<file path="config.mk">
export PLATFORM = sky130hd
export DESIGN_NAME = aocs_supervisor
export DESIGN_NICKNAME = d
export VERILOG_FILES = /design/src/aocs_pkg.sv /design/src/aocs_supervisor.sv
export SDC_FILE = /design/constraint.sdc
export NUM_CORES = 1
export LEC_CHECK = 0
export ABC_AREA = 1
export BUFFER_PORTS_ARGS = -buffer_cell sky130_fd_sc_hd__buf_4
export CORE_UTILIZATION = 35
export CTS_BUF_LIST = sky130_fd_sc_hd__clkbuf_8
export DETAILED_ROUTE_END_ITERATION = 10
export SYNTH_ARGS = -nofsm -noshare
export SYNTH_HDL_FRONTEND = slang
export SYNTH_SLANG_ARGS = --single-unit
</file>
<file path="constraint.sdc">
create_clock -name clk_sys -period 4.9 [get_ports clk_sys]
set_input_delay 1.225 -clock clk_sys [delete_from_list [all_inputs] [get_ports clk_sys]]
set_output_delay 1.225 -clock clk_sys [all_outputs]
set_load 0.02 [all_outputs]
</file>
<file path="src/aocs_pkg.sv">
// constants, types and register map for the analogue output channel supervisor
// Overview of operation
// per-channel range, default 0-10 V
// one unit data format, default offset binary
// upper limit check raises channel error
// lower limit check raises channel error
// scaled high bound, -32766..32767, default 1000
// scaled low bound, -32767..32766, default 0
// comm error: fault value or hold
// comm idle: idle value or hold
// substitution only under terminal priority
// supply short raises unit error
// host keeps limits inside range window
// host keeps substitutes inside range span
// host reviews limits after range change
// idle may never occur on some controllers
// error flags held until condition clears
package aocs_pkg;
	localparam int NUM_CH = 4; // output channels on the unit
	localparam int ADDR_W = 8;
	// range codes
	localparam logic [2:0] RANGE_0_10V = 3'h0;
	localparam logic [2:0] RANGE_0_5V = 3'h1;
	localparam logic [2:0] RANGE_1_5V = 3'h2;
	localparam logic [2:0] RANGE_0_20MA = 3'h3;
	localparam logic [2:0] RANGE_4_20MA = 3'h4;
	// data format codes
	localparam logic [1:0] FMT_OFFSET = 2'h0;
	localparam logic [1:0] FMT_SIGNMAG = 2'h1;
	localparam logic [1:0] FMT_TWOS = 2'h2;
	localparam logic [1:0] FMT_SCALED = 2'h3;
	// scaled bound limits and defaults
	localparam logic signed [15:0] HIGH_MIN = -16'sd32766;
	localparam logic signed [15:0] HIGH_MAX = 16'sd32767;
	localparam logic signed [15:0] HIGH_DEF = 16'sd1000;
	localparam logic signed [15:0] LOW_MIN = -16'sd32767;
	localparam logic signed [15:0] LOW_MAX = 16'sd32766;
	localparam logic signed [15:0] LOW_DEF = 16'sh0000;
	// unit registers
	localparam logic [ADDR_W-1:0] REG_UNIT_CTRL = 8'h00; // [0]short mon [2:1]fmt [3]term prio
	localparam logic [ADDR_W-1:0] REG_COMM = 8'h04; // [0]comm error [1]comm idle
	localparam logic [ADDR_W-1:0] REG_IRQ_STAT = 8'h08;
	localparam logic [ADDR_W-1:0] REG_IRQ_MASK = 8'h0C;
	localparam logic [ADDR_W-1:0] REG_DIAG = 8'h10; // live error flags
	// per-channel block: base + ch*CH_STRIDE
	localparam logic [ADDR_W-1:0] CH_BASE = 8'h40;
	localparam int CH_STRIDE = 32;
	localparam logic [4:0] CH_CTRL = 5'h00; // [2:0]range [3]hi en [4]lo en [5]fault en [6]idle en
	localparam logic [4:0] CH_HIGH = 5'h04;
	localparam logic [4:0] CH_LOW = 5'h08;
	localparam logic [4:0] CH_FAULT = 5'h0C;
	localparam logic [4:0] CH_IDLE = 5'h10;
	localparam logic [4:0] CH_VALUE = 5'h14; // demanded value from controller
	localparam logic [4:0] CH_OUT = 5'h18; // applied output, read only
	localparam int CTL_SHORT = 0;
	localparam int CTL_TERM = 3;
	localparam logic [31:0] CTRL_RST = 32'h0000_0001; // short monitor on
	// per-channel settings
	typedef struct packed {
		logic [2:0] range;
		logic highEn;
		logic lowEn;
		logic faultEn;
		logic idleEn;
		logic signed [15:0] highBound;
		logic signed [15:0] lowBound;
		logic signed [15:0] faultValue;
		logic signed [15:0] idleValue;
		logic signed [15:0] demand;
		logic signed [15:0] applied;
	} aocs_chan_type;
	// register bus request
	typedef struct packed {
		logic [ADDR_W-1:0] addr;
		logic [31:0] wdata;
		logic wr;
		logic rd;
	} aocs_bus_type;
	typedef enum logic [1:0] {COMM_RUN, COMM_FAULT, COMM_IDLE} aocs_comm_type;
endpackage

</file>
<file path="src/aocs_supervisor.sv">
// analogue output channel supervisor: settings, limit checks, substitution
`timescale 1ns/1ps
`default_nettype none
module aocs_supervisor import aocs_pkg::*; (
	input wire logic clk_sys,
	input wire logic rst_n,
	input wire aocs_bus_type bus,
	input wire logic supplyShort, // live short detect on output supply
	output logic [31:0] rdata,
	output logic irq,
	output logic [NUM_CH*16-1:0] chanOut, // applied output codes
	output logic [1:0] dataFormat,
	output logic [NUM_CH*3-1:0] chanRange
);
	////////////////////////////////////////////////////////////////
	// state: one struct, next value built combinationally
	typedef struct packed {
		aocs_chan_type [NUM_CH-1:0] ch;
		logic shortMonEn; // supply_short_monitor_enable
		logic [1:0] fmt;
		logic termPrio; // hold/clear priority set to terminal
		logic commError;
		logic commIdle;
		logic [NUM_CH*2:0] stat; // sticky: {short, lo[n], hi[n]}
		logic [NUM_CH*2:0] mask;
		logic [NUM_CH*2:0] diag; // live flags
		logic [31:0] rdata;
		logic irq;
	} aocs_state_type;

	aocs_state_type s_q, s_d;
	logic [NUM_CH-1:0] hiErr, loErr; // combinational check results
	logic [NUM_CH*2:0] events;
	aocs_comm_type commMode;

	////////////////////////////////////////////////////////////////
	// communication mode; fault takes priority over idle
	always_comb begin
		if (s_q.commError) begin
			commMode = COMM_FAULT;
		end else if (s_q.commIdle) begin
			commMode = COMM_IDLE; // may never occur on some controllers
		end else begin
			commMode = COMM_RUN;
		end
	end

	// per-channel limit comparisons on the applied output
	genvar g;
	generate
		for (g = 0; g < NUM_CH; g++) begin : gChk
			assign hiErr[g] = s_q.ch[g].highEn && (s_q.ch[g].applied > s_q.ch[g].highBound);
			assign loErr[g] = s_q.ch[g].lowEn && (s_q.ch[g].applied < s_q.ch[g].lowBound);
		end
	endgenerate
	assign events = {s_q.shortMonEn & supplyShort, loErr, hiErr};

	////////////////////////////////////////////////////////////////
	// next state: bus writes, substitution, flags, read data
	always_comb begin
		int idx;
		logic [4:0] off;
		logic hit;
		logic signed [15:0] wv;
		idx = 0;
		off = 5'h00;
		hit = 1'b0;
		wv = bus.wdata[15:0];
		s_d = s_q;
		s_d.rdata = 32'h0000_0000;
		if (bus.addr >= CH_BASE) begin
			idx = int'(bus.addr - CH_BASE) / CH_STRIDE;
			off = 5'((bus.addr - CH_BASE) % CH_STRIDE);
			hit = idx < NUM_CH;
		end
		// register writes
		if (bus.wr) begin
			unique case (bus.addr)
				REG_UNIT_CTRL: begin
					s_d.shortMonEn = bus.wdata[CTL_SHORT];
					s_d.fmt = bus.wdata[2:1]; // one format for the unit
					s_d.termPrio = bus.wdata[CTL_TERM];
				end
				REG_COMM: begin
					s_d.commError = bus.wdata[0];
					s_d.commIdle = bus.wdata[1];
				end
				REG_IRQ_MASK: s_d.mask = bus.wdata[NUM_CH*2:0];
				default: begin
					if (hit) begin
						unique case (off)
							CH_CTRL: begin
								// unknown range codes are refused, range kept
								if (bus.wdata[2:0] <= RANGE_4_20MA) begin
									s_d.ch[idx].range = bus.wdata[2:0];
								end
								s_d.ch[idx].highEn = bus.wdata[3];
								s_d.ch[idx].lowEn = bus.wdata[4];
								s_d.ch[idx].faultEn = bus.wdata[5];
								s_d.ch[idx].idleEn = bus.wdata[6];
							end
							CH_HIGH: begin
								// saturate: -32768 is not an accepted bound
								s_d.ch[idx].highBound = (wv < HIGH_MIN) ? HIGH_MIN : wv;
							end
							CH_LOW: begin
								// 32767 is not an accepted low bound
								s_d.ch[idx].lowBound = (wv > LOW_MAX) ? LOW_MAX :
									((wv < LOW_MIN) ? LOW_MIN : wv);
							end
							CH_FAULT: s_d.ch[idx].faultValue = wv;
							CH_IDLE: s_d.ch[idx].idleValue = wv;
							CH_VALUE: s_d.ch[idx].demand = wv;
							default: ;
						endcase
					end
				end
			endcase
		end
		// output selection per channel
		for (int i = 0; i < NUM_CH; i++) begin
			unique case (commMode)
				COMM_RUN: s_d.ch[i].applied = s_q.ch[i].demand;
				COMM_FAULT: begin
					// substitution only under terminal priority, else hold
					if (s_q.termPrio && s_q.ch[i].faultEn) begin
						s_d.ch[i].applied = s_q.ch[i].faultValue;
					end
				end
				COMM_IDLE: begin
					if (s_q.termPrio && s_q.ch[i].idleEn) begin
						s_d.ch[i].applied = s_q.ch[i].idleValue;
					end
				end
				default: ;
			endcase
		end
		// live diagnostics follow the condition
		s_d.diag = events;
		// sticky status: set beats a write-one clear
		if (bus.wr && bus.addr == REG_IRQ_STAT) begin
			s_d.stat = s_q.stat & ~bus.wdata[NUM_CH*2:0];
		end
		s_d.stat = s_d.stat | events;
		s_d.irq = |(s_d.stat & s_d.mask);
		// read data, one cycle after the strobe
		if (bus.rd) begin
			unique case (bus.addr)
				REG_UNIT_CTRL: s_d.rdata = {28'h0000000, s_q.termPrio, s_q.fmt, s_q.shortMonEn};
				REG_COMM: s_d.rdata = {30'h0, s_q.commIdle, s_q.commError};
				REG_IRQ_STAT: s_d.rdata = 32'(s_q.stat);
				REG_IRQ_MASK: s_d.rdata = 32'(s_q.mask);
				REG_DIAG: s_d.rdata = 32'(s_q.diag);
				default: begin
					if (hit) begin
						unique case (off)
							CH_CTRL: s_d.rdata = {25'h0, s_q.ch[idx].idleEn,
								s_q.ch[idx].faultEn, s_q.ch[idx].lowEn,
								s_q.ch[idx].highEn, s_q.ch[idx].range};
							CH_HIGH: s_d.rdata = 32'(s_q.ch[idx].highBound);
							CH_LOW: s_d.rdata = 32'(s_q.ch[idx].lowBound);
							CH_FAULT: s_d.rdata = 32'(s_q.ch[idx].faultValue);
							CH_IDLE: s_d.rdata = 32'(s_q.ch[idx].idleValue);
							CH_VALUE: s_d.rdata = 32'(s_q.ch[idx].demand);
							CH_OUT: s_d.rdata = 32'(s_q.ch[idx].applied);
							default: ;
						endcase
					end
				end
			endcase
		end
	end

	////////////////////////////////////////////////////////////////
	// state register with documented defaults
	always_ff @(posedge clk_sys or negedge rst_n) begin
		if (!rst_n) begin
			s_q <= '0;
			for (int i = 0; i < NUM_CH; i++) begin
				s_q.ch[i].range <= RANGE_0_10V;
				s_q.ch[i].highBound <= HIGH_DEF;
				s_q.ch[i].lowBound <= LOW_DEF;
			end
			s_q.shortMonEn <= CTRL_RST[CTL_SHORT];
			s_q.fmt <= FMT_OFFSET;
		end else begin
			s_q <= s_d;
		end
	end

	// outputs straight from the state flops
	assign rdata = s_q.rdata;
	assign irq = s_q.irq;
	assign dataFormat = s_q.fmt;
	generate
		for (g = 0; g < NUM_CH; g++) begin : gOut
			assign chanOut[g*16 +: 16] = s_q.ch[g].applied;
			assign chanRange[g*3 +: 3] = s_q.ch[g].range;
		end
	endgenerate
endmodule
`default_nettype wire

</file>
Word level (Yosys, flattened, before mapping)
Index checks and enable logic that the tools add are counted.
W data, S select, Z words.
{"block": "classes", "add_sub_neg": 2, "order_cmp": 16, "eq_ne": 12, "muxes": 71, "n_bitwise": 7, "reduce_logical": 28}
{"operator": "$bwmux W412", "n": 10}
{"operator": "$pmux W412 S6", "n": 1}
{"operator": "$demux W103 S2", "n": 10}
{"operator": "$mux W412", "n": 5}
{"operator": "$mux W325", "n": 2}
{"operator": "$mux W331", "n": 1}
{"operator": "$mux W103", "n": 3}
{"operator": "$pmux W32 S7", "n": 1}
{"operator": "$bmux W103 S2", "n": 1}
{"operator": "$pmux W16 S3", "n": 4}
{"operator": "$mux W16", "n": 11}
{"operator": "$pmux W32 S5", "n": 1}
{"operator": "$mux W32", "n": 4}
{"operator": "$mux W100", "n": 1}
{"operator": "$mux W99", "n": 1}
{"operator": "$mux W98", "n": 1}
{"operator": "$mux W97", "n": 1}
{"operator": "$mux W96", "n": 1}
{"operator": "$mux W80", "n": 1}
{"operator": "$gt A16 B16 Y1", "n": 4}
{"operator": "$lt A16 B16 Y1", "n": 4}
{"operator": "$lt A32 B4 Y1 const B", "n": 2}
{"operator": "$mux W64", "n": 1}
{"operator": "$mux W48", "n": 1}
{"operator": "35 further kinds", "n": 64}
{"block": "totals", "regBits": 478, "in_bits": 45, "out_inout_bits": 111, "elab_cells": 190}

Depth between registers and ports, before layout
{"block": "depth", "word_depth": 25, "ltp_mapped": 18}

Worst setup path before layout
Ideal clock, no wire load.
{"block": "synth_timing", "path_kind": "in2reg", "start": "input port bus[40] in the netlist's numbering", "end": "register s_q[259] in the netlist's numbering", "t_arrival_ps": 2969, "slack_ps": 1790, "path_stages": 12, "path_buffers": 4, "path_cell_list": "inv_1 -> ha_1 -> buf_2 -> inv_2 -> nand2_1 -> buf_2 -> nor3_1 -> buf_2 -> clkinv_1 -> nor2_2 -> buf_2 -> o22ai_1"}
{"block": "synth_via", "elab_chain_len": 16, "word_cells_on_any_way": 51, "classes_between": "add/sub (2); order compare (4); eq/ne (7); mux (30); bitwise (2); reduce/logical (6)"}
{"element": "from (decl)", "line_no": "aocs_supervisor.sv:7", "rtl": "input wire aocs_bus_type bus,"}
{"element": "branches (longest 16 deep; another with $add A32 B1 Y32)"}
{"element": "to (decl)", "line_no": "aocs_supervisor.sv:31", "rtl": "aocs_state_type s_q, s_d;"}
Several ways; the timed one is not identified. The select of a mux whose other input is x is not followed.
A chain may end at the register's enable or synchronous reset.

Final worst setup path
{"block": "layout_timing", "start": "input port bus[40] in the netlist's numbering", "end": "register s_q[249] in the netlist's numbering"}
The elaborated chain is that of the path after synthesis.

==> results.tsv <==
stage	metric	value	unit
route	viasPerCell	5.930	
sta	worst-slew-pin-transition	1.188	ns
cells_and_area	instances_no_fill	4687	
sta	rsz0062_at_grt	no	
placed_design	io_buffers	139	
sta	finalHoldViolCount	0	
power	p_leak	14.35	nW
synthesis	syn-mean-instance-area	7.809	um^2
route	ant_nets	0	
synthesis	synthCells	3591	
clock_tree	clkSlewWorstSetupHoldPaths	0.06	ns
worst_setup_path	critPathRequiredTime	5.42	ns
clock_tree	cts_sinks	462	
global_routing	grt_use_total	0.2978	
worst_setup_path	endpoint_kind	flip-flop	
worst_setup_path	reg2reg_depth	5	
floorplan	die_y	285.1	um
cells_and_area	fin_area	31430	um^2
synthesis	yosysUniqueCellTypes	46	
sta	finalCritPeriodShare	0.7837	
synthesis	synth_enable_flop_cells	0	
clock_tree	cts.path.max_buffers	3	
global_routing	grt_pass1_wl	177900	um
synthesis	synth_area	28040	um^2
sta	finalSetupViolations	0	
synthesis	synth_nets	3766	
worst_setup_path	cp-startpoint	bus[40]	
outcome	status	completed	
clock_tree	htree_levels	3	
synthesis	yosys-top-cells-area	dfrtp_1 (39%), o21ai_0 (12%), nand2_1 (7.1%)	
worst_setup_path	startpoint_type	primary input	
route	vias	27790	
cells_and_area	fin_nets	3748	
power	p_per_area	348.7	nW/um^2
sta	finClkSkew	0.03388	ns
clock_tree	ctsResizeCount	0	
route	avgRoutedWirePerCell	26.32	um
synthesis	ys_seq_area_frac	0.4134	
clock_tree	cts_buffers	87	
cells_and_area	final_util	0.3971	
sta	report.final.slew_viol_count	0	
cells_and_area	syn2layout_area_growth	12.06	%
synthesis	synth_top_area_frac	0.3900	
placed_design	hpwl	86240	um
synthesis	ys.flop_type	dfrtp_1	
hold_path	worstHoldPathType	flip-flop to flip-flop	
clock_tree	hold_buffers	0	
floorplan	die_x	285.1	um
synthesis	yosys_warnings	0	
global_routing	antenna_found_initial	2	
floorplan	io_pins	156	
power	ir_drop	0.1731	mV
placed_design	dp_cells	4534	
floorplan	coreArea	79130	um^2
global_routing	grt_pass1_vias	25810	
clock_tree	tritoncts	done	
floorplan	start_util	0.3544	
worst_setup_path	cp.arrival	4.36	ns
worst_setup_path	cp_max_fo	21	
route	drtPass1Iterations	6	
placed_design	placed_area	29600	um^2
global_routing	grt_max_degree	108	
synthesis	synth_top_cell_by_area	dfrtp_1	
worst_setup_path	worst-r2r-setup-slack	2.34	ns
clock_tree	postCtsSetupBuffers	0	
sta	relSlewSlack	0.2068	
global_routing	grt_overflow	0	
cells_and_area	drive_above_1_share	0.1139	
worst_setup_path	critPathCapture	s_q[249]	
placed_design	place_congestion	1.027	
worst_setup_path	worstReg2RegEnd	chanOut[40]	
worst_setup_path	r2r_start	s_q[62]	
floorplan	die_area	81260	um^2
worst_setup_path	critPathKind	primary input to flip-flop	
sta	fmax	0.2604	GHz
clock_tree	cts_root_buffer	clkbuf_8	
sta	fin_setup_tns	0	ns
synthesis	synth-seq-cells	462	
route	drt-total-wl	123400	um
synthesis	ys_async_sr_fraction	1.000	
route	drtIter0Drc	3344	
job	maxCapViolations	0	
route	drc_errors	0	
sta	min_period	3.840	ns
floorplan	num_rows	103	
clock_tree	clk_latency	0.69	ns
-- Yosys cell counts (3+ instances only) --
cell       instances
nor2_2             5
nand3_1          130
o2111ai_1         43
ha_1             130
o22ai_1          180
o2111a_1           3
o21ai_0          649
clkbuf_1         166
buf_2             42
nand3b_1           3
dfstp_2           25
a211oi_1           5
a22oi_1           37
clkinv_1           8
dfrtp_1          437
nor4_1             5
nor3_1            23
a21oi_1          265
a31oi_1            7
o21a_1             8
nand2_1          529
buf_4            113
o32ai_1           41
nand4_1           13
buf_1             16
inv_2              5
inv_1            411
a22o_1             3
a221oi_1           6
o31ai_1           12
o221ai_1           3
nor2_1           144
o211ai_1         103
-- cells in the final DEF, fill, tap and decap left out, types with 3 or more instances in the layout --
| cell | count |
|---|---|
| a211oi_1 | 5 |
| nand3_1 | 130 |
| inv_2 | 5 |
| buf_12 | 13 |
| clkinv_1 | 8 |
| nor2_4 | 9 |
| nand2_1 | 523 |
| a22o_1 | 3 |
| a221oi_1 | 6 |
| nor2_2 | 5 |
| o2111ai_1 | 43 |
| nor3_1 | 21 |
| o2111a_1 | 3 |
| buf_4 | 216 |
| o21a_1 | 8 |
| a31oi_1 | 7 |
| o22ai_1 | 180 |
| nand4_1 | 13 |
| o211ai_1 | 103 |
| ha_1 | 129 |
| o221ai_1 | 3 |
| clkinv_2 | 9 |
| nor2_1 | 137 |
| o21ai_0 | 649 |
| dfstp_2 | 25 |
| nand2_2 | 6 |
| dfrtp_1 | 437 |
| o31ai_1 | 12 |
| a21oi_1 | 265 |
| a22oi_1 | 37 |
| inv_1 | 436 |
| o32ai_1 | 41 |
| bufinv_16 | 5 |
| nand3b_1 | 3 |
| clkbuf_8 | 110 |
| nor4_1 | 5 |
-- worst max-delay path: stages --
cell and delay (ns):
buf_4 0.11, inv_1 0.07, ha_1 0.33, inv_2 0.14
nand2_4 0.20, buf_4 0.28, nor3_2 0.23, clkinv_1 0.60
nor2_2 0.93, o22ai_1 0.20
-- power by group --
group,switching (mW),internal [mW],leakage (nW)
clock network,1.78,2.27,1.03
logic,1.60,0.725,7.32
registers,0.424,4.16,6.00
-- sequential cells by signal, indices dropped and copies added (netlist names) --
| signal | cells |
|---|---|
| s_q | 367 |
| chanOut | 64 |
| rdata | 16 |
| chanRange | 12 |
| dataFormat | 2 |
| irq | 1 |
-- cell families after synthesis --
group	after synthesis	synth area share
AOI/OAI and AO/OA	1376	0.2832
adders and majority gates	130	0.05800
buffers and inverters	761	0.1189
DFF	462	0.4134
muxes	1	0.0003569
and+or+nand+nor	861	0.1262
-- final cells by class --
cell class / count / area, um^2
fillers: 8149 / 47700
well taps: 1050 / 1314
clock inverters: 41 / 302.8
clock buffers: 110 / 1514
multi-input cells: 2368 / 13210
diodes: 2 / 5.005
flip-flops and latches: 462 / 11590
repair buffers: 230 / 1897
inverters: 424 / 1593
-- through the flow --
stage / setup WS, ns / hold slack [ns] / power (mW)
after global routing: 0.9971 / 0.5160 / 11.40
after detailed placement: 0.5590 / 0.4947 / 6.890
final: 1.060 / 0.4949 / 10.96
after CTS: 1.283 / 0.4948 / 10.92
after global placement: 0.5552 / 0.4854 / 6.862
after floorplan: 1.790 / 0.4692 / 5.903
-- worst min-delay path by stage --
| stage | startpoint | end | slack [ns] | depth (start not counted) |
|---|---|---|---|---|
| floorplan | s_q[268] | s_q[268] | 0.47 | 2 |
| global placement | s_q[65] | s_q[65] | 0.49 | 2 |
| detailed placement | s_q[65] | s_q[65] | 0.49 | 2 |
| CTS | s_q[404] | chanOut[61] | 0.49 | 2 |
| global route | s_q[268] | s_q[268] | 0.52 | 2 |
| finish | s_q[404] | chanOut[61] | 0.49 | 2 |
-- metal layers --
metal / up-vias / part of all wire / GRT usage
met3: 346 / 0.10 / 0.06448
met1: 13420 / 0.40 / 0.3888
met4: 2 / 0.078 / 0.2135
li1: 12400 / - / -
met2: 1629 / 0.42 / 0.4339
met5: - / 0.0016 / 0.01860
Note: power is estimated with default switching activity, not from simulation.
